`src/hdl/csp_params.svh`:
```
`ifndef CSP_PARAMS_SVH
`define CSP_PARAMS_SVH

// ----------------------------------------
// Payload word numbers of the class blocks
// ----------------------------------------
`define CSP_C2_FIRST_WORD 8'h0D
`define CSP_C3_FIRST_WORD 8'h11
`define CSP_LAST_WORD 8'h14
`define CSP_TX_LAST_CNT 3'h7

// ----------------------------------------
// Bit positions inside a class block word
// ----------------------------------------
`define CSP_VALID_BIT 31
`define CSP_PRIO_BIT 23
`define CSP_PREF_BIT 22
`define CSP_CSYNC_BIT 19
`define CSP_SEQID_BIT 18
`define CSP_HI_MSB 31
`define CSP_HI_LSB 16
`define CSP_LO_MSB 15
`define CSP_SEQ_MSB 23
`define CSP_SEQ_LSB 16
`define CSP_RXSZ_MSB 11

// ----------------------------------------
// Default login values
// ----------------------------------------
`define CSP_DEF_RX_SIZE 12'h100
`define CSP_DEF_CONC 8'h01
`define CSP_DEF_OPEN 8'h01
`define CSP_DEF_E2E 16'h0001

`endif

```
`src/hdl/csp_pkg.sv`:
```
package csp_pkg;

	// Kind of login payload carried
	typedef enum logic [1:0] {csp_plogi_req, csp_plogi_acc, csp_flogi_req, csp_flogi_acc} csp_kind_type;

	// Fabric priority outcome, coded as {request bit, accept bit}
	typedef enum logic [1:0] {csp_prio_none, csp_prio_fab_capable, csp_prio_fab_lacks, csp_prio_agreed} csp_prio_type;

	typedef enum logic {csp_tx_idle, csp_tx_send} csp_tx_state_type;

	// Parameters learnt from a peer port
	typedef struct packed {
		logic valid;
		logic prio;
		logic pref;
		logic seqid;
		logic csync;
		logic [11:0] rx_size;
		logic [7:0] conc;
		logic [15:0] e2e;
		logic [7:0] open_seq;
	} csp_peer_type;

	// Parameters learnt from the fabric
	typedef struct packed {
		logic valid;
		csp_prio_type prio;
		logic pref;
		logic csync;
	} csp_fab_type;

endpackage

```
`src/hdl/csp_word_builder.sv`:
```
`timescale 1ns/1ps
`include "csp_params.svh"

module csp_word_builder (
	input wire csp_pkg::csp_kind_type kind_i,
	input wire logic cls_i,
	input wire logic [1:0] widx_i,
	input wire logic class_en_i,
	input wire logic prio_i,
	input wire logic pref_i,
	input wire logic seqid_i,
	input wire logic csync_i,
	input wire logic [15:0] init_ctl_i,
	input wire logic [15:0] rcp_ctl_i,
	input wire logic [11:0] rx_size_i,
	input wire logic [7:0] conc_i,
	input wire logic [15:0] e2e_i,
	input wire logic [7:0] open_i,
	output logic [31:0] word_o
);

	logic plogi;
	logic facc;

	assign plogi = (kind_i == csp_pkg::csp_plogi_req) || (kind_i == csp_pkg::csp_plogi_acc);
	assign facc = (kind_i == csp_pkg::csp_flogi_acc);

	// Word layout by kind; unused and reserved fields stay zero
	always_comb begin
		word_o = 32'h0000_0000;
		case (widx_i)
			2'd0: begin
				word_o[`CSP_VALID_BIT] = 1'b1;
				word_o[`CSP_PRIO_BIT] = prio_i;
				word_o[`CSP_PREF_BIT] = pref_i;
				if (!facc) begin
					word_o[`CSP_LO_MSB:0] = init_ctl_i;
				end
			end
			2'd1: begin
				word_o[`CSP_HI_MSB:`CSP_HI_LSB] = rcp_ctl_i;
				word_o[`CSP_CSYNC_BIT] = csync_i;
				word_o[`CSP_SEQID_BIT] = plogi & seqid_i;
				if (plogi) begin
					word_o[`CSP_RXSZ_MSB:0] = rx_size_i;
				end
			end
			2'd2: begin
				if (!facc) begin
					word_o[`CSP_SEQ_MSB:`CSP_SEQ_LSB] = conc_i;
					word_o[`CSP_LO_MSB:0] = cls_i ? 16'h0000 : e2e_i;
				end
			end
			2'd3: begin
				// Obsolete in a fabric accept
				if (!facc) begin
					word_o[`CSP_SEQ_MSB:`CSP_SEQ_LSB] = open_i;
				end
			end
			default: word_o = 32'h0000_0000;
		endcase
		// An unsupported class sends an all-zero block
		if (!class_en_i) begin
			word_o = 32'h0000_0000;
		end
	end

endmodule // csp_word_builder

```
`src/hdl/csp_frame_gate.sv`:
```
`timescale 1ns/1ps

module csp_frame_gate (
	input wire logic clock_i,
	input wire logic reset_i,
	input wire logic fr_valid_i,
	input wire logic fr_cls_i,
	input wire logic fr_prio_en_i,
	input wire logic fr_prio_nz_i,
	input wire logic fr_csctl_nz_i,
	input wire logic [1:0] tol_prio_i,
	input wire logic [1:0] tol_pref_i,
	output logic fr_done_o,
	output logic fr_accept_o
);

	logic done_reg, done_next;
	logic acc_reg, acc_next;
	logic bad_prio, bad_csctl;

	// The preference field is never looked at here
	assign bad_prio = fr_prio_en_i && fr_prio_nz_i && !tol_prio_i[fr_cls_i];
	assign bad_csctl = !fr_prio_en_i && fr_csctl_nz_i && !tol_pref_i[fr_cls_i];

	always_comb begin
		done_next = fr_valid_i;
		acc_next = acc_reg;
		if (fr_valid_i) begin
			acc_next = !bad_prio && !bad_csctl;
		end
	end

	always_ff @(posedge clock_i) begin
		if (reset_i) begin
			done_reg <= 1'b0;
			acc_reg <= 1'b0;
		end else begin
			done_reg <= done_next;
			acc_reg <= acc_next;
		end
	end

	assign fr_done_o = done_reg;
	assign fr_accept_o = acc_reg;
endmodule // csp_frame_gate

```
`src/hdl/csp_codec.sv`:
```
// Contract
// - Word 0 bit 31 marks a class supported; one obliges support.
// - A class block with validity zero is ignored entirely.
// - Class 2 block sits in payload words 13 to 16.
// - Class 3 block sits in payload words 17 to 20.
// - Fabric request layout: options, controls, sequences, credit, open sequences.
// - Port login uses the fabric request layout plus receive size bits 11-0.
// - Fabric accept carries only options and recipient control; rest reserved or obsolete.
// - Port login defaults: size 256, sequences 1, open 1, credit 1 class 2.
// - Word 1 bit 18 unique sequence id, default 0, port login only.
// - Word 1 bit 19 clock sync capability, default 0, all logins.
// - Port login bit 23 declares tolerance of non-zero priority.
// - A priority-tolerant port never rejects frames for non-zero priority.
// - Send non-zero priority only when peer port and fabric both agreed.
// - Fabric priority agreed only when request and accept both set bit 23.
// - Fabric priority bit pairs decode to none, capable, lacking, agreed.
// - Bit 22 declares class-specific control tolerance; tolerant port never rejects.
// - With preference declared, initiator may request preferred delivery.
// - As recipient with preference declared, ignore the preference field.
`timescale 1ns/1ps
`include "csp_params.svh"

module csp_codec (
	input wire logic clock_i,
	input wire logic reset_i,
	input wire logic login_reset_i,
	input wire logic [1:0] loc_class_en_i,
	input wire logic [1:0] loc_prio_i,
	input wire logic [1:0] loc_pref_i,
	input wire logic loc_seqid_uniq_i,
	input wire logic loc_csync_i,
	input wire logic [15:0] loc_init_ctl_i,
	input wire logic [15:0] loc_rcp_ctl_i,
	input wire logic [11:0] loc_rx_size_i,
	input wire logic [7:0] loc_conc_seq_i,
	input wire logic [15:0] loc_e2e_credit_i,
	input wire logic [7:0] loc_open_seq_i,
	input wire logic tx_start_i,
	input wire csp_pkg::csp_kind_type tx_kind_i,
	input wire logic tx_ready_i,
	output logic tx_valid_o,
	output logic [7:0] tx_index_o,
	output logic [31:0] tx_word_o,
	output logic tx_busy_o,
	input wire logic rx_valid_i,
	input wire logic [7:0] rx_index_i,
	input wire logic [31:0] rx_word_i,
	input wire logic rx_done_i,
	input wire csp_pkg::csp_kind_type rx_kind_i,
	output logic [1:0] peer_class_valid_o,
	output logic [1:0] peer_prio_o,
	output logic [1:0] peer_pref_o,
	output logic [1:0] peer_seqid_uniq_o,
	output logic [1:0] peer_csync_o,
	output logic [1:0][11:0] peer_rx_size_o,
	output logic [1:0][7:0] peer_conc_seq_o,
	output logic [1:0][15:0] peer_e2e_credit_o,
	output logic [1:0][7:0] peer_open_seq_o,
	output logic [1:0] fab_class_valid_o,
	output csp_pkg::csp_prio_type [1:0] fab_prio_o,
	output logic [1:0] fab_pref_o,
	output logic [1:0] fab_csync_o,
	input wire logic fr_valid_i,
	input wire logic fr_cls_i,
	input wire logic fr_prio_en_i,
	input wire logic fr_prio_nz_i,
	input wire logic fr_csctl_nz_i,
	output logic fr_done_o,
	output logic fr_accept_o,
	input wire logic tx_frame_cls_i,
	input wire logic [7:0] tx_frame_prio_i,
	input wire logic tx_frame_pref_i,
	output logic [7:0] tx_frame_prio_o,
	output logic tx_frame_pref_o
);

	// ----------------------------------------
	// Transmit of the two class blocks
	// ----------------------------------------
	csp_pkg::csp_tx_state_type state_reg, state_next;
	csp_pkg::csp_kind_type kind_reg, kind_next;
	logic [2:0] cnt_reg, cnt_next;
	logic valid_reg, valid_next;
	logic [31:0] word_reg, word_next;
	logic [7:0] idx_reg, idx_next;
	logic [2:0] ld_cnt;
	csp_pkg::csp_kind_type ld_kind;
	logic [31:0] bld_word;

	// Builder sees the word about to be loaded, not the one on the port
	assign ld_cnt = (state_reg == csp_pkg::csp_tx_idle) ? 3'd0 : cnt_reg + 3'd1;
	assign ld_kind = (state_reg == csp_pkg::csp_tx_idle) ? tx_kind_i : kind_reg;

	csp_word_builder u_builder (
		.kind_i(ld_kind),
		.cls_i(ld_cnt[2]),
		.widx_i(ld_cnt[1:0]),
		.class_en_i(loc_class_en_i[ld_cnt[2]]),
		.prio_i(loc_prio_i[ld_cnt[2]]),
		.pref_i(loc_pref_i[ld_cnt[2]]),
		.seqid_i(loc_seqid_uniq_i),
		.csync_i(loc_csync_i),
		.init_ctl_i(loc_init_ctl_i),
		.rcp_ctl_i(loc_rcp_ctl_i),
		.rx_size_i(loc_rx_size_i),
		.conc_i(loc_conc_seq_i),
		.e2e_i(loc_e2e_credit_i),
		.open_i(loc_open_seq_i),
		.word_o(bld_word)
	);

	// Eight words, class 2 first; the sink may stall with tx_ready_i
	always_comb begin
		state_next = state_reg;
		kind_next = kind_reg;
		cnt_next = cnt_reg;
		valid_next = valid_reg;
		word_next = word_reg;
		idx_next = idx_reg;
		case (state_reg)
			csp_pkg::csp_tx_idle: begin
				if (tx_start_i) begin
					kind_next = tx_kind_i;
					cnt_next = 3'd0;
					valid_next = 1'b1;
					word_next = bld_word;
					idx_next = `CSP_C2_FIRST_WORD;
					state_next = csp_pkg::csp_tx_send;
				end
			end
			csp_pkg::csp_tx_send: begin
				if (tx_ready_i) begin
					if (cnt_reg == `CSP_TX_LAST_CNT) begin
						valid_next = 1'b0;
						state_next = csp_pkg::csp_tx_idle;
					end else begin
						cnt_next = ld_cnt;
						word_next = bld_word;
						idx_next = `CSP_C2_FIRST_WORD + {5'd0, ld_cnt};
					end
				end
			end
			default: state_next = csp_pkg::csp_tx_idle;
		endcase
	end

	always_ff @(posedge clock_i) begin
		if (reset_i) begin
			state_reg <= csp_pkg::csp_tx_idle;
			kind_reg <= csp_pkg::csp_plogi_req;
			cnt_reg <= 3'd0;
			valid_reg <= 1'b0;
			word_reg <= 32'h0000_0000;
			idx_reg <= 8'h00;
		end else begin
			state_reg <= state_next;
			kind_reg <= kind_next;
			cnt_reg <= cnt_next;
			valid_reg <= valid_next;
			word_reg <= word_next;
			idx_reg <= idx_next;
		end
	end

	assign tx_valid_o = valid_reg;
	assign tx_word_o = word_reg;
	assign tx_index_o = idx_reg;
	assign tx_busy_o = (state_reg != csp_pkg::csp_tx_idle);

	// ----------------------------------------
	// Receive capture of words 13 to 20
	// ----------------------------------------
	logic [31:0] cap_reg [8];
	logic [31:0] cap_next [8];
	logic [7:0] rx_off;
	logic rx_in_win;
	logic rx_plogi;

	assign rx_off = rx_index_i - `CSP_C2_FIRST_WORD;
	assign rx_in_win = (rx_index_i >= `CSP_C2_FIRST_WORD) && (rx_index_i <= `CSP_LAST_WORD);
	assign rx_plogi = (rx_kind_i == csp_pkg::csp_plogi_req) || (rx_kind_i == csp_pkg::csp_plogi_acc);

	// Cleared at commit so a missing word 0 reads as an invalid class
	always_comb begin
		cap_next = cap_reg;
		if (rx_done_i) begin
			cap_next = '{default: 32'h0000_0000};
		end else if (rx_valid_i && rx_in_win) begin
			cap_next[rx_off[2:0]] = rx_word_i;
		end
	end

	always_ff @(posedge clock_i) begin
		if (reset_i) begin
			cap_reg <= '{default: 32'h0000_0000};
		end else begin
			cap_reg <= cap_next;
		end
	end

	// ----------------------------------------
	// Per class interpretation
	// ----------------------------------------
	logic [1:0] prio_ok;

	generate
		for (genvar k = 0; k < 2; k++) begin : g_cls
			csp_pkg::csp_peer_type peer_reg, peer_next, dflt;
			csp_pkg::csp_fab_type fab_reg, fab_next;
			logic [31:0] w0, w1, w2, w3;

			assign w0 = cap_reg[4 * k];
			assign w1 = cap_reg[4 * k + 1];
			assign w2 = cap_reg[4 * k + 2];
			assign w3 = cap_reg[4 * k + 3];

			// Values that stand until a port login completes
			always_comb begin
				dflt = '0;
				dflt.rx_size = `CSP_DEF_RX_SIZE;
				dflt.conc = `CSP_DEF_CONC;
				dflt.open_seq = `CSP_DEF_OPEN;
				dflt.e2e = (k == 0) ? `CSP_DEF_E2E : 16'h0000;
			end

			// Only named fields are read; reserved bits drop out here
			always_comb begin
				peer_next = peer_reg;
				fab_next = fab_reg;
				if (login_reset_i) begin
					peer_next = dflt;
					fab_next = '0;
				end else if (rx_done_i && rx_plogi) begin
					peer_next = dflt;
					if (w0[`CSP_VALID_BIT]) begin
						peer_next.valid = 1'b1;
						peer_next.prio = w0[`CSP_PRIO_BIT];
						peer_next.pref = w0[`CSP_PREF_BIT];
						peer_next.csync = w1[`CSP_CSYNC_BIT];
						peer_next.seqid = w1[`CSP_SEQID_BIT];
						peer_next.rx_size = w1[`CSP_RXSZ_MSB:0];
						peer_next.conc = w2[`CSP_SEQ_MSB:`CSP_SEQ_LSB];
						peer_next.open_seq = w3[`CSP_SEQ_MSB:`CSP_SEQ_LSB];
						if (k == 0) begin
							peer_next.e2e = w2[`CSP_LO_MSB:0];
						end
					end
				end else if (rx_done_i && rx_kind_i == csp_pkg::csp_flogi_acc) begin
					// Accept halves below bit 16 and words 2, 3 unused
					fab_next.valid = w0[`CSP_VALID_BIT];
					fab_next.prio = csp_pkg::csp_prio_type'({loc_prio_i[k],
						w0[`CSP_VALID_BIT] & w0[`CSP_PRIO_BIT]});
					fab_next.pref = w0[`CSP_VALID_BIT] & w0[`CSP_PREF_BIT];
					fab_next.csync = w0[`CSP_VALID_BIT] & w1[`CSP_CSYNC_BIT];
				end
			end

			always_ff @(posedge clock_i) begin
				if (reset_i) begin
					peer_reg <= '{valid: 1'b0, prio: 1'b0, pref: 1'b0, seqid: 1'b0, csync: 1'b0,
						rx_size: `CSP_DEF_RX_SIZE, conc: `CSP_DEF_CONC,
						e2e: (k == 0) ? `CSP_DEF_E2E : 16'h0000, open_seq: `CSP_DEF_OPEN};
					fab_reg <= '0;
				end else begin
					peer_reg <= peer_next;
					fab_reg <= fab_next;
				end
			end

			// Priority needs both the peer port and the fabric
			assign prio_ok[k] = peer_reg.valid && peer_reg.prio && (fab_reg.prio == csp_pkg::csp_prio_agreed);

			assign peer_class_valid_o[k] = peer_reg.valid;
			assign peer_prio_o[k] = peer_reg.prio;
			assign peer_pref_o[k] = peer_reg.pref;
			assign peer_seqid_uniq_o[k] = peer_reg.seqid;
			assign peer_csync_o[k] = peer_reg.csync;
			assign peer_rx_size_o[k] = peer_reg.rx_size;
			assign peer_conc_seq_o[k] = peer_reg.conc;
			assign peer_e2e_credit_o[k] = peer_reg.e2e;
			assign peer_open_seq_o[k] = peer_reg.open_seq;
			assign fab_class_valid_o[k] = fab_reg.valid;
			assign fab_prio_o[k] = fab_reg.prio;
			assign fab_pref_o[k] = fab_reg.pref;
			assign fab_csync_o[k] = fab_reg.csync;
		end
	endgenerate

	// ----------------------------------------
	// Outgoing frame header fields
	// ----------------------------------------
	logic [7:0] fprio_reg, fprio_next;
	logic fpref_reg, fpref_next;

	// Unagreed priority is forced to zero rather than risk loss
	always_comb begin
		fprio_next = prio_ok[tx_frame_cls_i] ? tx_frame_prio_i : 8'h00;
		fpref_next = tx_frame_pref_i && loc_pref_i[tx_frame_cls_i] && loc_class_en_i[tx_frame_cls_i];
	end

	always_ff @(posedge clock_i) begin
		if (reset_i) begin
			fprio_reg <= 8'h00;
			fpref_reg <= 1'b0;
		end else begin
			fprio_reg <= fprio_next;
			fpref_reg <= fpref_next;
		end
	end

	assign tx_frame_prio_o = fprio_reg;
	assign tx_frame_pref_o = fpref_reg;

	// ----------------------------------------
	// Incoming frame acceptance
	// ----------------------------------------
	csp_frame_gate u_gate (
		.clock_i(clock_i),
		.reset_i(reset_i),
		.fr_valid_i(fr_valid_i),
		.fr_cls_i(fr_cls_i),
		.fr_prio_en_i(fr_prio_en_i),
		.fr_prio_nz_i(fr_prio_nz_i),
		.fr_csctl_nz_i(fr_csctl_nz_i),
		.tol_prio_i(loc_class_en_i & loc_prio_i),
		.tol_pref_i(loc_class_en_i & loc_pref_i),
		.fr_done_o(fr_done_o),
		.fr_accept_o(fr_accept_o)
	);
endmodule // csp_codec

```
`config.mk`:
```
export PLATFORM = sky130hd
export DESIGN_NAME = csp_codec
export DESIGN_NICKNAME = d
export VERILOG_FILES = /design/src/hdl/csp_pkg.sv /design/src/hdl/csp_word_builder.sv /design/src/hdl/csp_frame_gate.sv /design/src/hdl/csp_codec.sv
export VERILOG_INCLUDE_DIRS = /design/src /design/src/hdl
export SDC_FILE = /design/constraint.sdc
export NUM_CORES = 1
export LEC_CHECK = 0
export BUFFER_PORTS_ARGS = -buffer_cell sky130_fd_sc_hd__buf_2
export CAP_MARGIN = 20
export CORE_MARGIN = 2
export CORE_UTILIZATION = 45
export CTS_CLUSTER_DIAMETER = 60
export DETAILED_ROUTE_END_ITERATION = 16
export GPL_TIMING_DRIVEN = 0
export PLACE_DENSITY = 0.71
export SYNTH_ARGS = -nofsm -noshare
export SYNTH_HDL_FRONTEND = slang
export SYNTH_SLANG_ARGS = --single-unit
```
`constraint.sdc`:
```
create_clock -name clock_i -period 6.5 [get_ports clock_i]
set_clock_uncertainty 0.15 [all_clocks]
set_input_delay 1.3 -clock clock_i [delete_from_list [all_inputs] [get_ports clock_i]]
set_output_delay 1.3 -clock clock_i [all_outputs]
set_load 0.1 [all_outputs]
```
Yosys cells after proc, flatten, opt, wreduce, memory -nomap -nowiden
Cells that the tools add are included.
{ "totals": {"ff_bits": 406, "input_bits": 150, "out_inout_bits": 161, "word_cells": 169} }
{ "classes": {"n_addsub": 3, "order_cmp": 7, "eq_ne": 14, "muxes": 56, "n_bitwise": 13, "n_reduce_logical": 33} }
{ "ops": {"columns": ["cell", "count"], "rows": [
  ["256-bit bitwise mux", 1],
  ["32-bit 2-to-1 mux", 5],
  ["32-bit demux with 3-bit select", 1],
  ["32-bit case mux with 2 select lines", 1],
  ["49-bit 2-to-1 mux", 1],
  ["8-bit 2-to-1 mux", 5],
  ["12-bit case mux with 3 select lines", 1],
  ["16-bit 2-to-1 mux", 2],
  ["25-bit 2-to-1 mux", 1],
  ["24-bit 2-to-1 mux", 1],
  ["1-bit 2-to-1 mux", 22],
  ["6-bit case mux with 3 select lines", 1],
  ["1-bit logical AND", 16],
  ["8-bit case mux with 2 select lines", 1],
  ["2-bit == test, second input constant", 6],
  ["12-bit 2-to-1 mux", 1],
  ["3-bit 2-to-1 mux", 4],
  ["8-bit by 4-bit greater-or-equal comparator with 1-bit output, second input constant", 1],
  ["8-bit by 5-bit less-or-equal comparator with 1-bit output, second input constant", 1],
  ["2-bit case mux with 4 select lines", 1],
  ["4-bit case mux with 2 select lines", 1],
  ["1-bit bitwise AND", 7],
  ["7-bit 2-to-1 mux", 1],
  ["2-bit by 1-bit == test with 1-bit output, second input constant", 3],
  ["21 further kinds", 41]
]} }

Depth between registers and ports, before layout
Gate-level depths: netlist (run 1).
{ "depth": {"word_depth": 9, "ltp_mapped": 9, "mapped_depth_nobuf": 7} }

By module
A second synthesis (run 1) with hierarchy kept.
{ "unflattened": {"hier_cells": 1099, "area_unflattened_um2": 9381.5} }
{ "by_module_without_submodules": {"columns": ["mod", "instances", "cells_per_inst", "area_per_inst_um2", "seq_area_each_um2"], "rows": [
  ["csp_codec", 1, 984, 8565.7, 4544.4],
  ["csp_word_builder", 1, 106, 720.7, 0.0],
  ["csp_frame_gate", 1, 9, 95.1, 40.0]
]} }

Worst setup path after synthesis (run 1)
OpenSTA, ideal clock, no wires.
{ "synth_timing": {"kind": "in2reg", "start": "input port rx_index_i[0]", "end": "register cap_reg, in the netlist g_cls[0].w1[10]", "setup_ns": 0.072, "arrival_time_ns": 2.774, "t_required_ns": 6.278, "path_slack_ns": 3.504, "stages": 9, "n_path_buf": 3, "path_cell_list": "inv_1 -> ha_1 -> nand2b_1 -> a31o_2 -> buf_1 -> and4_1 -> buf_4 -> buf_6 -> mux2i_1"} }
{ "synth_via": {"elab_chain_len": 7, "word_cells_on_any_way": 12, "cone_classes": "1 x add/sub; 4 x order compare; 3 x mux; 1 x bitwise; 3 x reduce/logical"} }
{ "synth_lines": {"columns": ["element", "line_no", "rtl"], "rows": [
  ["start: declaration", "csp_codec.sv:46", "input wire logic [7:0] rx_index_i,"],
  ["3-bit subtractor (no source line)", null, null],
  ["3-bit NOT with 4-bit output (implied by the code)", "csp_codec.sv:189", "cap_next[rx_off[2:0]] = rx_word_i;"],
  ["4-bit greater-or-equal comparator (implied by the code) / 4-bit by 1-bit less-than comparator with 1-bit output (equally long branches)", "csp_codec.sv:189", null],
  ["1-bit logical AND (implied by the code)", "csp_codec.sv:189", null],
  ["32-bit 2-to-1 mux (implied by the code)", "csp_codec.sv:189", null],
  ["32-bit demux with 3-bit select", "csp_codec.sv:189", null],
  ["256-bit bitwise mux", "csp_codec.sv:189", null],
  ["end signal: assignment", "csp_codec.sv:197", "cap_reg <= cap_next;"],
  ["end: declaration", "csp_codec.sv:173", "logic [31:0] cap_reg [8];"]
]} }
Parallel ways exist; a longest one is shown, timed or not.
A chain may end at the register's enable or synchronous reset.

Worst setup path after layout (run 1)
{ "layout_timing": {"start": "input port reset_i", "end": "register g_cls[0].peer_reg, in the netlist peer_rx_size_o[10]"} }
{ "layout_via": {"elab_chain_len": 1} }
{ "layout_lines": {"columns": ["element", "line_no", "rtl"], "rows": [
  ["start: declaration", "csp_codec.sv:25", "input wire logic reset_i,"],
  ["2-bit OR reduction (no source line)", null, null],
  ["end signal: assignment", "csp_codec.sv:260", "peer_reg <= '{valid: 1'b0, prio: 1'b0, pref: 1'b0, seqid: 1'b0, csync: 1'b0,"],
  ["end signal: assignment", "csp_codec.sv:265", "peer_reg <= peer_next;"],
  ["end: declaration", "csp_codec.sv:208", "csp_pkg::csp_peer_type peer_reg, peer_next, dflt;"]
]} }
No other way between the ends.

==> out/metrics.csv, run 1 <==
metric;value;unit
maxSlewViolCount;0;
dp_hpwl;22720;µm
async_reset_ff_share;0;%
rr_endpoint;tx_word_o[6];
synth_top_cell_by_area;dfxtp_1;
period_share;48.01;%
cts-root-buf;clkbuf_16;
worst_slew_pin_slew;0.9006;ns
required;6.70;ns
drt-pass1-iter-count;5;
yosysWarnings;0;
first_iter_violations;475;
synth_seq_area_share;49.55;%
synthTopCellsByArea;dfxtp_1 50%, mux2i_1 9.8%, nand2_1 9.1%;
reg2reg_depth;8;
drc_errors;0;
powerDensity;264.8;nW/µm²
synthFlopType;dfxtp_1;
min_period;3.121;ns
r2r_setup_slack;3.69;ns
overflow;0;
post-route-util;58.63;%
syn-instance-count;1051;
drt_wl_total;29770;µm
fin_cells;1664;
clk_latency;0.51;ns
crit_path_top_delay_cell;buf_1;
dieHeight;147.4;µm
grt_max_degree;14;
hold_ws;0.2990;ns
numCtsBuffers;24;
ys_seq_elements;229;
clkSlewWorstSetupHoldPaths;0.06;ns
cts_num_sinks;229;
p_leak;5.235;nW
fin_area;11860;µm²
crit_chain;clkbuf_1 -> or2_2 -> clkbuf_1 -> clkbuf_1 -> buf_1 -> a21oi_1;
ant_nets;0;
synth.top_cells.by_count;229 x dfxtp_1, 224 x nand2_1, 108 x a21oi_1;
max_freq;320.4;MHz
hold_depth;2;
synth_edf_count;0;
die_area;21720;µm²
ys_types;51;
fillers;1841;
status;completed;
gp_congestion;0.8802;
ir_drop;0.0001708;V
cts_hold_buf;0;
core;20230;µm²
clk_path_buf_depth;3;
synthMostInstantiatedCell;dfxtp_1;
via_count;8763;
path_class;input port to flop;
holdPathEnd;peer_conc_seq_o[12];
io_buffers;281;
endpoint_kind;flop;
drv_cap;0;
slew_headroom;39.83;%
crit_path_start_kind;input port;
initial_core_util;45.73;%
post_cts_buffers;0;
grt_pass1_vias;8250;
area_growth;28.22;%
slowest_delay;0.67;ns
place_area;11060;µm²
nets;1532;
rr_startpoint;cnt_reg[0];
grt_pass1_wl;45080;µm
grt_usage;26.07;%
min_from;peer_conc_seq_o[12];
num_rows;52;
viasPerCell;5.266;
cp_max_fo;10;
setup_viol;0;
drive_gt1_share;26.15;%
rsz0062_at_grt;no;
cpMostUsedCell;clkbuf_1;
synth_area;9253;µm²
setup_tns;0;ns
placed_cells;1620;
avgSynthCellArea;8.804;µm²
arrival;3.32;ns
htree_levels;1;
synth_top_area_share;49.55;%
die_x;147.4;µm
hold_path.class;flop to flop;
wl_per_cell;17.89;µm
antenna_found_initial;4;
cts_tree;done;
ios;311;
cts-resized-gates;0;
finalHoldViolations;0;
## critical path: cells and delay by family
family | cells | cell delay [ns]
buffers and inverters | 4 | 1.72
and+or+nand+nor | 1 | 0.19
AOI/OAI and AO/OA | 1 | 0.09
## where the power goes
group / leakage [nW] / internal, mW / switching, mW / total, mW
registers: 1.85 / 1.41 / 0.00788 / 1.42
clock network: 0.397 / 0.825 / 0.550 / 1.38
logic: 2.99 / 0.0877 / 0.256 / 0.344
## cell usage in the layout (no fill, tap or decap), drive strengths merged, types with 2 or more instances in the layout
cell	instances
buf	319
dfxtp	229
nand2	224
a21oi	108
clkbuf	93
mux2i	91
nand3	86
nor2	30
a22oi	28
o21ai	28
conb	19
and2	16
a22o	15
a21o	12
nor3	11
nor3b	10
nand4	9
clkinv	7
nor2b	6
ha	6
inv	5
mux2	5
nand2b	4
and3	3
o31ai	3
diode	2
and4	2
o2111ai	2
a32oi	2
bufinv	2
## metal layers
| metal | vias to the layer above | wire, µm | track usage [%] |
|---|---|---|---|
| met5 | - | 27 | 0 |
| li1 | 4244 | - | - |
| met4 | 4 | 641 | 6.587 |
| met2 | 360 | 14710 | 46.92 |
| met3 | 53 | 2328 | 5.679 |
| met1 | 4102 | 12050 | 31.71 |
## through the flow
stage | setup slack, ns | power (mW)
floorplan | 3.504 | 1.690
global placement | 2.847 | 1.791
detailed placement | 2.876 | 1.793
CTS | 3.407 | 3.155
global route | 3.269 | 3.238
finish | 3.379 | 3.142
## cell families (layout without fill, tap and decap cells)
| family | count (synthesis) | count (layout) | share of synthesized area (%) |
|---|---|---|---|
| simple gates | 409 | 409 | 20.28 |
| flops | 229 | 229 | 49.55 |
| compound gates | 205 | 205 | 13.37 |
| buf+inv | 103 | 426 | 5.301 |
| mux | 96 | 96 | 10.45 |
| fa+ha+maj | 6 | 6 | 0.8113 |
| xor+xnor | 2 | 2 | 0.1894 |
| other cells | 1 | 21 | 0.04053 |
## worst max path at each step
stage | end | start | cells after the start | slack (ns)
3_3_place_gp | peer_rx_size_o[9] | reset_i | 6 | 2.85
4_1_cts | peer_rx_size_o[10] | reset_i | 6 | 3.41
2_1_floorplan | g_cls[0].w1[10] | rx_index_i[0] | 9 | 3.50
5_1_grt | peer_conc_seq_o[15] | reset_i | 6 | 3.27
6_report | peer_rx_size_o[10] | reset_i | 6 | 3.38
3_5_place_dp | peer_rx_size_o[10] | reset_i | 6 | 2.88
## area by class of cell
| cell class | count | area [µm²] | share of cell area, % |
|---|---|---|---|
| sequential | 229 | 4584 | 38.64 |
| clock buffer | 33 | 695.7 | 5.864 |
| multi-input combinational | 737 | 4245 | 35.78 |
| buffer | 98 | 471.7 | 3.976 |
| clock inverter | 9 | 98.84 | 0.8332 |
| tap | 270 | 337.8 | 2.847 |
| antenna | 2 | 5.005 | 0.04219 |
| timing repair buffer | 281 | 1406 | 11.85 |
| inverter | 5 | 18.77 | 0.1582 |
Note: power is estimated with default switching activity, not from simulation.
==> run 2: changes to the inputs <==
PLACE_DENSITY = 0.73   (was 0.71)
clock period = 2.82 ns   (was 6.5 ns; I/O delays follow)
==> out/metrics.csv, run 2 (synthesis gave the netlist of run 1 again) <==
metric;value;unit;change
status;completed;;
wl_met2;14640;µm;-0.50%
topRoutingLayerUsed;met4;;
crit_chain;ha_1 -> ha_1 -> nand3b_1 -> nor4_1 -> o21ai_0 -> a21oi_1;;
path_class;flop to flop;;
die_area;21720;µm²;unchanged
drv_cap;0;;unchanged
maxSlewViolCount;0;;unchanged
area_growth;28.71;%;
initial_core_util;45.73;%;unchanged
cpMostUsedCell;ha_1;;
drt_wl_total;29740;µm;about the same
via_count;8875;;+1.3%
finalHoldViolations;0;;unchanged
antenna_found_initial;6;;+2
period_share;94.67;%;
min_period;2.670;ns;
drt-pass1-iter-count;5;;unchanged
hold_path.class;input port to flop;;
ant_nets;0;;unchanged
endpoint_kind;flop;;
num_rows;52;;unchanged
wl_met1;11530;µm;-4.4%
cpLargestDelayFamily;simple AND/OR/NAND/NOR gates;;
dieHeight;147.4;µm;unchanged
rsz0062_at_grt;no;;
p_leak;5.246;nW;+0.19%
powerDensity;614.5;nW/µm²;+130%
placed_cells;1620;;unchanged
dp_hpwl;22660;µm;-0.28%
grt_max_degree;14;;unchanged
required;3.12;ns;-3.58 ns
ir_drop;0.0004649;V;+170%
drive_gt1_share;26.29;%;+0.14 points
ios;311;;unchanged
slowest_delay;0.87;ns;+0.20 ns
drc_errors;0;;unchanged
layout.cells.most_common_list;286 x buf_2, 229 x dfxtp_1, 224 x nand2_1;;
power;7.318;mW;+130%
numCtsBuffers;25;;+4.2%
clk_path_buf_depth;3;;unchanged
mostFrequentLayoutCell;buf_2;;
nets;1533;;+0.065%
place_area;11060;µm²;unchanged
clkSlewWorstSetupHoldPaths;0.06;ns;about the same
cts_tree;done;;
fin_cells;1668;;+0.24%
viasPerCell;5.321;;+1.0%
fin_area;11910;µm²;+0.38%
core;20230;µm²;unchanged
crit_path_top_delay_cell;nor4_1;;
grt_usage;26.05;%;about the same
clk_latency;0.53;ns;+0.02 ns
die_x;147.4;µm;unchanged
grt_pass1_vias;8432;;+2.2%
cts_num_sinks;229;;unchanged
overflow;0;;unchanged
fillers;1880;;+2.1%
worst_slew_pin_slew;0.9533;ns;+0.05278 ns
setup_tns;0;ns;unchanged
io_buffers;281;;unchanged
hold_ws;0.08818;ns;-0.2108 ns
htree_levels;1;;unchanged
max_freq;374.6;MHz;
setup_viol;0;;unchanged
wl_per_cell;17.83;µm;-0.33%
slew_headroom;35.86;%;-4.0 points
met3_length;2152;µm;-7.6%
crit_path_start_kind;flop;;
first_iter_violations;486;;+2.3%
cp_max_fo;8;;-2
gp_congestion;0.8788;;-0.16%
crit_buf_inv;0;;-4
cts-root-buf;clkbuf_16;;
grt_pass1_wl;44740;µm;-0.77%
arrival;2.97;ns;-0.35 ns
[run 2: timing repair]
item                       CTS  global route
setup endpoints to repair    0            12
hold buffers                 0             0
buffers inserted             0             0
resized for setup            0             6
[run 2: final timing paths]
kind,to,slack [ns],from,cells past startpoint
hold / removal,tx_frame_prio_o[1],0.09,tx_frame_prio_i[1],2
setup / recovery,tx_word_o[19],0.15,cnt_reg[0],6
hold reg to reg,peer_open_seq_o[14],0.30,peer_open_seq_o[14],2
setup reg to reg,tx_word_o[19],0.15,cnt_reg[0],6
[run 2: through the flow]
stage	setup WS [ns]	util, %
2_1_floorplan	0.2928	-
3_3_place_gp	-0.001365	54.68
3_5_place_dp	-0.01362	54.68
4_1_cts	0.06650	58.71
5_1_grt	0.001856	58.84
6_report	0.1502	58.85
[run 2: worst reg2reg max path, stage by stage, from the launching register on]
cell	delay, ns
dfxtp_1	0.40
ha_1	0.25
ha_1	0.20
nand3b_1	0.28
nor4_1	0.87
o21ai_0	0.27
a21oi_1	0.19
[run 2: metal layers]
metal | vias to the layer above | track usage (%)
met5 | - | 0
li1 | 4256 | -
met2 | 398 | 45.33
met4 | 0 | 13.85
met1 | 4141 | 30.54
met3 | 80 | 4.877
[run 2: cell type report]
type | instances | area [µm²] | area share, %
Inverter | 5 | 18.77 | 0.1576
Tap cell | 270 | 337.8 | 2.837
Buffer | 98 | 474.2 | 3.982
Antenna cell | 6 | 15.01 | 0.1261
Sequential cell | 229 | 4584 | 38.50
Timing Repair Buffer | 281 | 1406 | 11.81
Multi-Input combinational cell | 737 | 4258 | 35.75
Clock buffer | 34 | 699.4 | 5.873
Clock inverter | 8 | 115.1 | 0.9666
[run 2: power by group]
part           total, mW  internal, mW  switching (mW)
sequential          3.28          3.26          0.0183
clock               3.24          1.92            1.32
combinational      0.796         0.204           0.593
==> run 3: changes to the inputs <==
BUFFER_PORTS_ARGS = default   (was -buffer_cell sky130_fd_sc_hd__buf_2)
DONT_BUFFER_PORTS = 1   (was default)
PLACE_DENSITY = 0.58   (was 0.73)
clock period = 3.3 ns   (was 2.82 ns; I/O delays follow)
==> out/metrics.csv, run 3 (synthesis gave the netlist of run 1 again) <==
metric;value;unit;change
dieHeight;147.4;µm;unchanged
period_share;85.52;%;-9.2 points
io_buffers;0;;-100%
layout.cells.most_common_list;229 x dfxtp_1, 224 x nand2_1, 108 x a21oi_1;;
die_area;21720;µm²;unchanged
worst_slew_pin_slew;1.074;ns;+0.1207 ns
status;completed;;
setup_viol;0;;unchanged
antenna_found_initial;0;;-6
grt_pass1_vias;7306;;-13%
placed_cells;1339;;-17%
htree_levels;1;;unchanged
required;3.60;ns;+0.48 ns
wl_per_cell;20.46;µm;+15%
grt_usage;25.10;%;-0.95 points
ff_latch_area;4584;µm²;unchanged
ant_nets;0;;unchanged
cp_max_fo;10;;+2
nets;1253;;-18%
mostFrequentLayoutCell;dfxtp_1;;
drt-pass1-iter-count;5;;unchanged
grt_pass1_wl;42920;µm;-4.1%
clk_latency;0.52;ns;about the same
cts_tree;done;;
drt_wl_total;28360;µm;-4.6%
drc_errors;0;;unchanged
cts_num_sinks;229;;unchanged
endpoint_kind;flop;;
numCtsBuffers;25;;unchanged
gp_congestion;0.8134;;-7.4%
grt_max_degree;14;;unchanged
clkSlewWorstSetupHoldPaths;0.06;ns;about the same
area_growth;13.43;%;
clk_path_buf_depth;3;;unchanged
rsz0062_at_grt;no;;
ir_drop;0.0003152;V;-32%
min_period;2.822;ns;+0.1523 ns
dp_hpwl;21520;µm;-5.0%
diodes;0;;-6
fillers;1956;;+4.0%
hold_path.class;input port to flop;;
overflow;0;;unchanged
max_freq;354.3;MHz;-5.4%
finalHoldViolations;0;;unchanged
drive_gt1_share;7.437;%;-19 points
fin_cells;1386;;-17%
maxSlewViolCount;0;;unchanged
core;20230;µm²;unchanged
num_rows;52;;unchanged
cts-resized-gates;0;;unchanged
initial_core_util;45.73;%;unchanged
powerDensity;583.1;nW/µm²;-5.1%
setup_tns;0;ns;unchanged
slew_headroom;28.30;%;-7.6 points
via_count;7580;;-15%
multi_input_area;4245;µm²;-0.29%
arrival;3.12;ns;+0.15 ns
ios;311;;unchanged
first_iter_violations;377;;-22%
drv_cap;0;;unchanged
die_x;147.4;µm;unchanged
post_cts_buffers;0;;unchanged
cts-root-buf;clkbuf_16;;
cts_hold_buf;0;;unchanged
path_class;flop to flop;;
crit_path_start_kind;flop;;
p_leak;3.931;nW;-25%
viasPerCell;5.469;;+2.8%
run 3: cell type report:
| class | instances | share of cell area [%] |
|---|---|---|
| buffer | 98 | 4.494 |
| clock buffer | 40 | 7.070 |
| clock inverter | 6 | 0.6438 |
| inverter | 5 | 0.1788 |
| multi-input combinational | 737 | 40.45 |
| sequential | 229 | 43.68 |
| tap | 270 | 3.219 |
| timing repair buffer | 1 | 0.2623 |
run 3: metrics by stage:
stage	setup slack, ns	hold slack, ns	util, %	cell area (µm²)	total power [mW]
after floorplan	0.7728	0.2850	-	9320	3.329
after CTS	0.1723	0.08735	51.73	10470	6.159
after detailed placement	0.2150	0.2977	47.73	9658	3.427
after global routing	0.2605	0.09908	51.87	10500	6.328
after global placement	0.1922	0.2931	47.73	9658	3.427
final	0.4779	0.1084	51.87	10500	6.119
run 3: power by group:
group | switching (mW) | internal (mW) | leakage [nW]
Clock | 1.13 | 1.62 | 0.389
Sequential | 0.159 | 2.79 | 1.85
Combinational | 0.320 | 0.108 | 1.69
Total | 1.60 | 4.51 | 3.93
run 3: worst paths after layout:
kind              slack [ns]                from  depth (start not counted)                 end
setup reg to reg        0.48          cnt_reg[0]                          8        tx_word_o[9]
hold / removal          0.11  tx_frame_prio_i[1]                          1  tx_frame_prio_o[1]
hold reg to reg         0.31     g_cls[0].w2[17]                          2     g_cls[0].w2[17]
setup / recovery        0.48          cnt_reg[0]                          8        tx_word_o[9]
run 3: routing by layer:
| metal | wire length [µm] | GRT usage, % |
|---|---|---|
| met1 | 11520 | 30.62 |
| met4 | 647 | 6.731 |
| met3 | 2410 | 7.099 |
| met2 | 13780 | 43.64 |
| met5 | 0 | 0 |
run 3: worst max-delay path, stage by stage, from the launching register on:
cell	delay (ns)
dfxtp_1	0.50
ha_1	0.21
ha_1	0.18
and3b_1	0.18
clkbuf_1	0.18
nor3_2	0.58
clkbuf_1	0.46
a22oi_1	0.14
a21oi_1	0.18
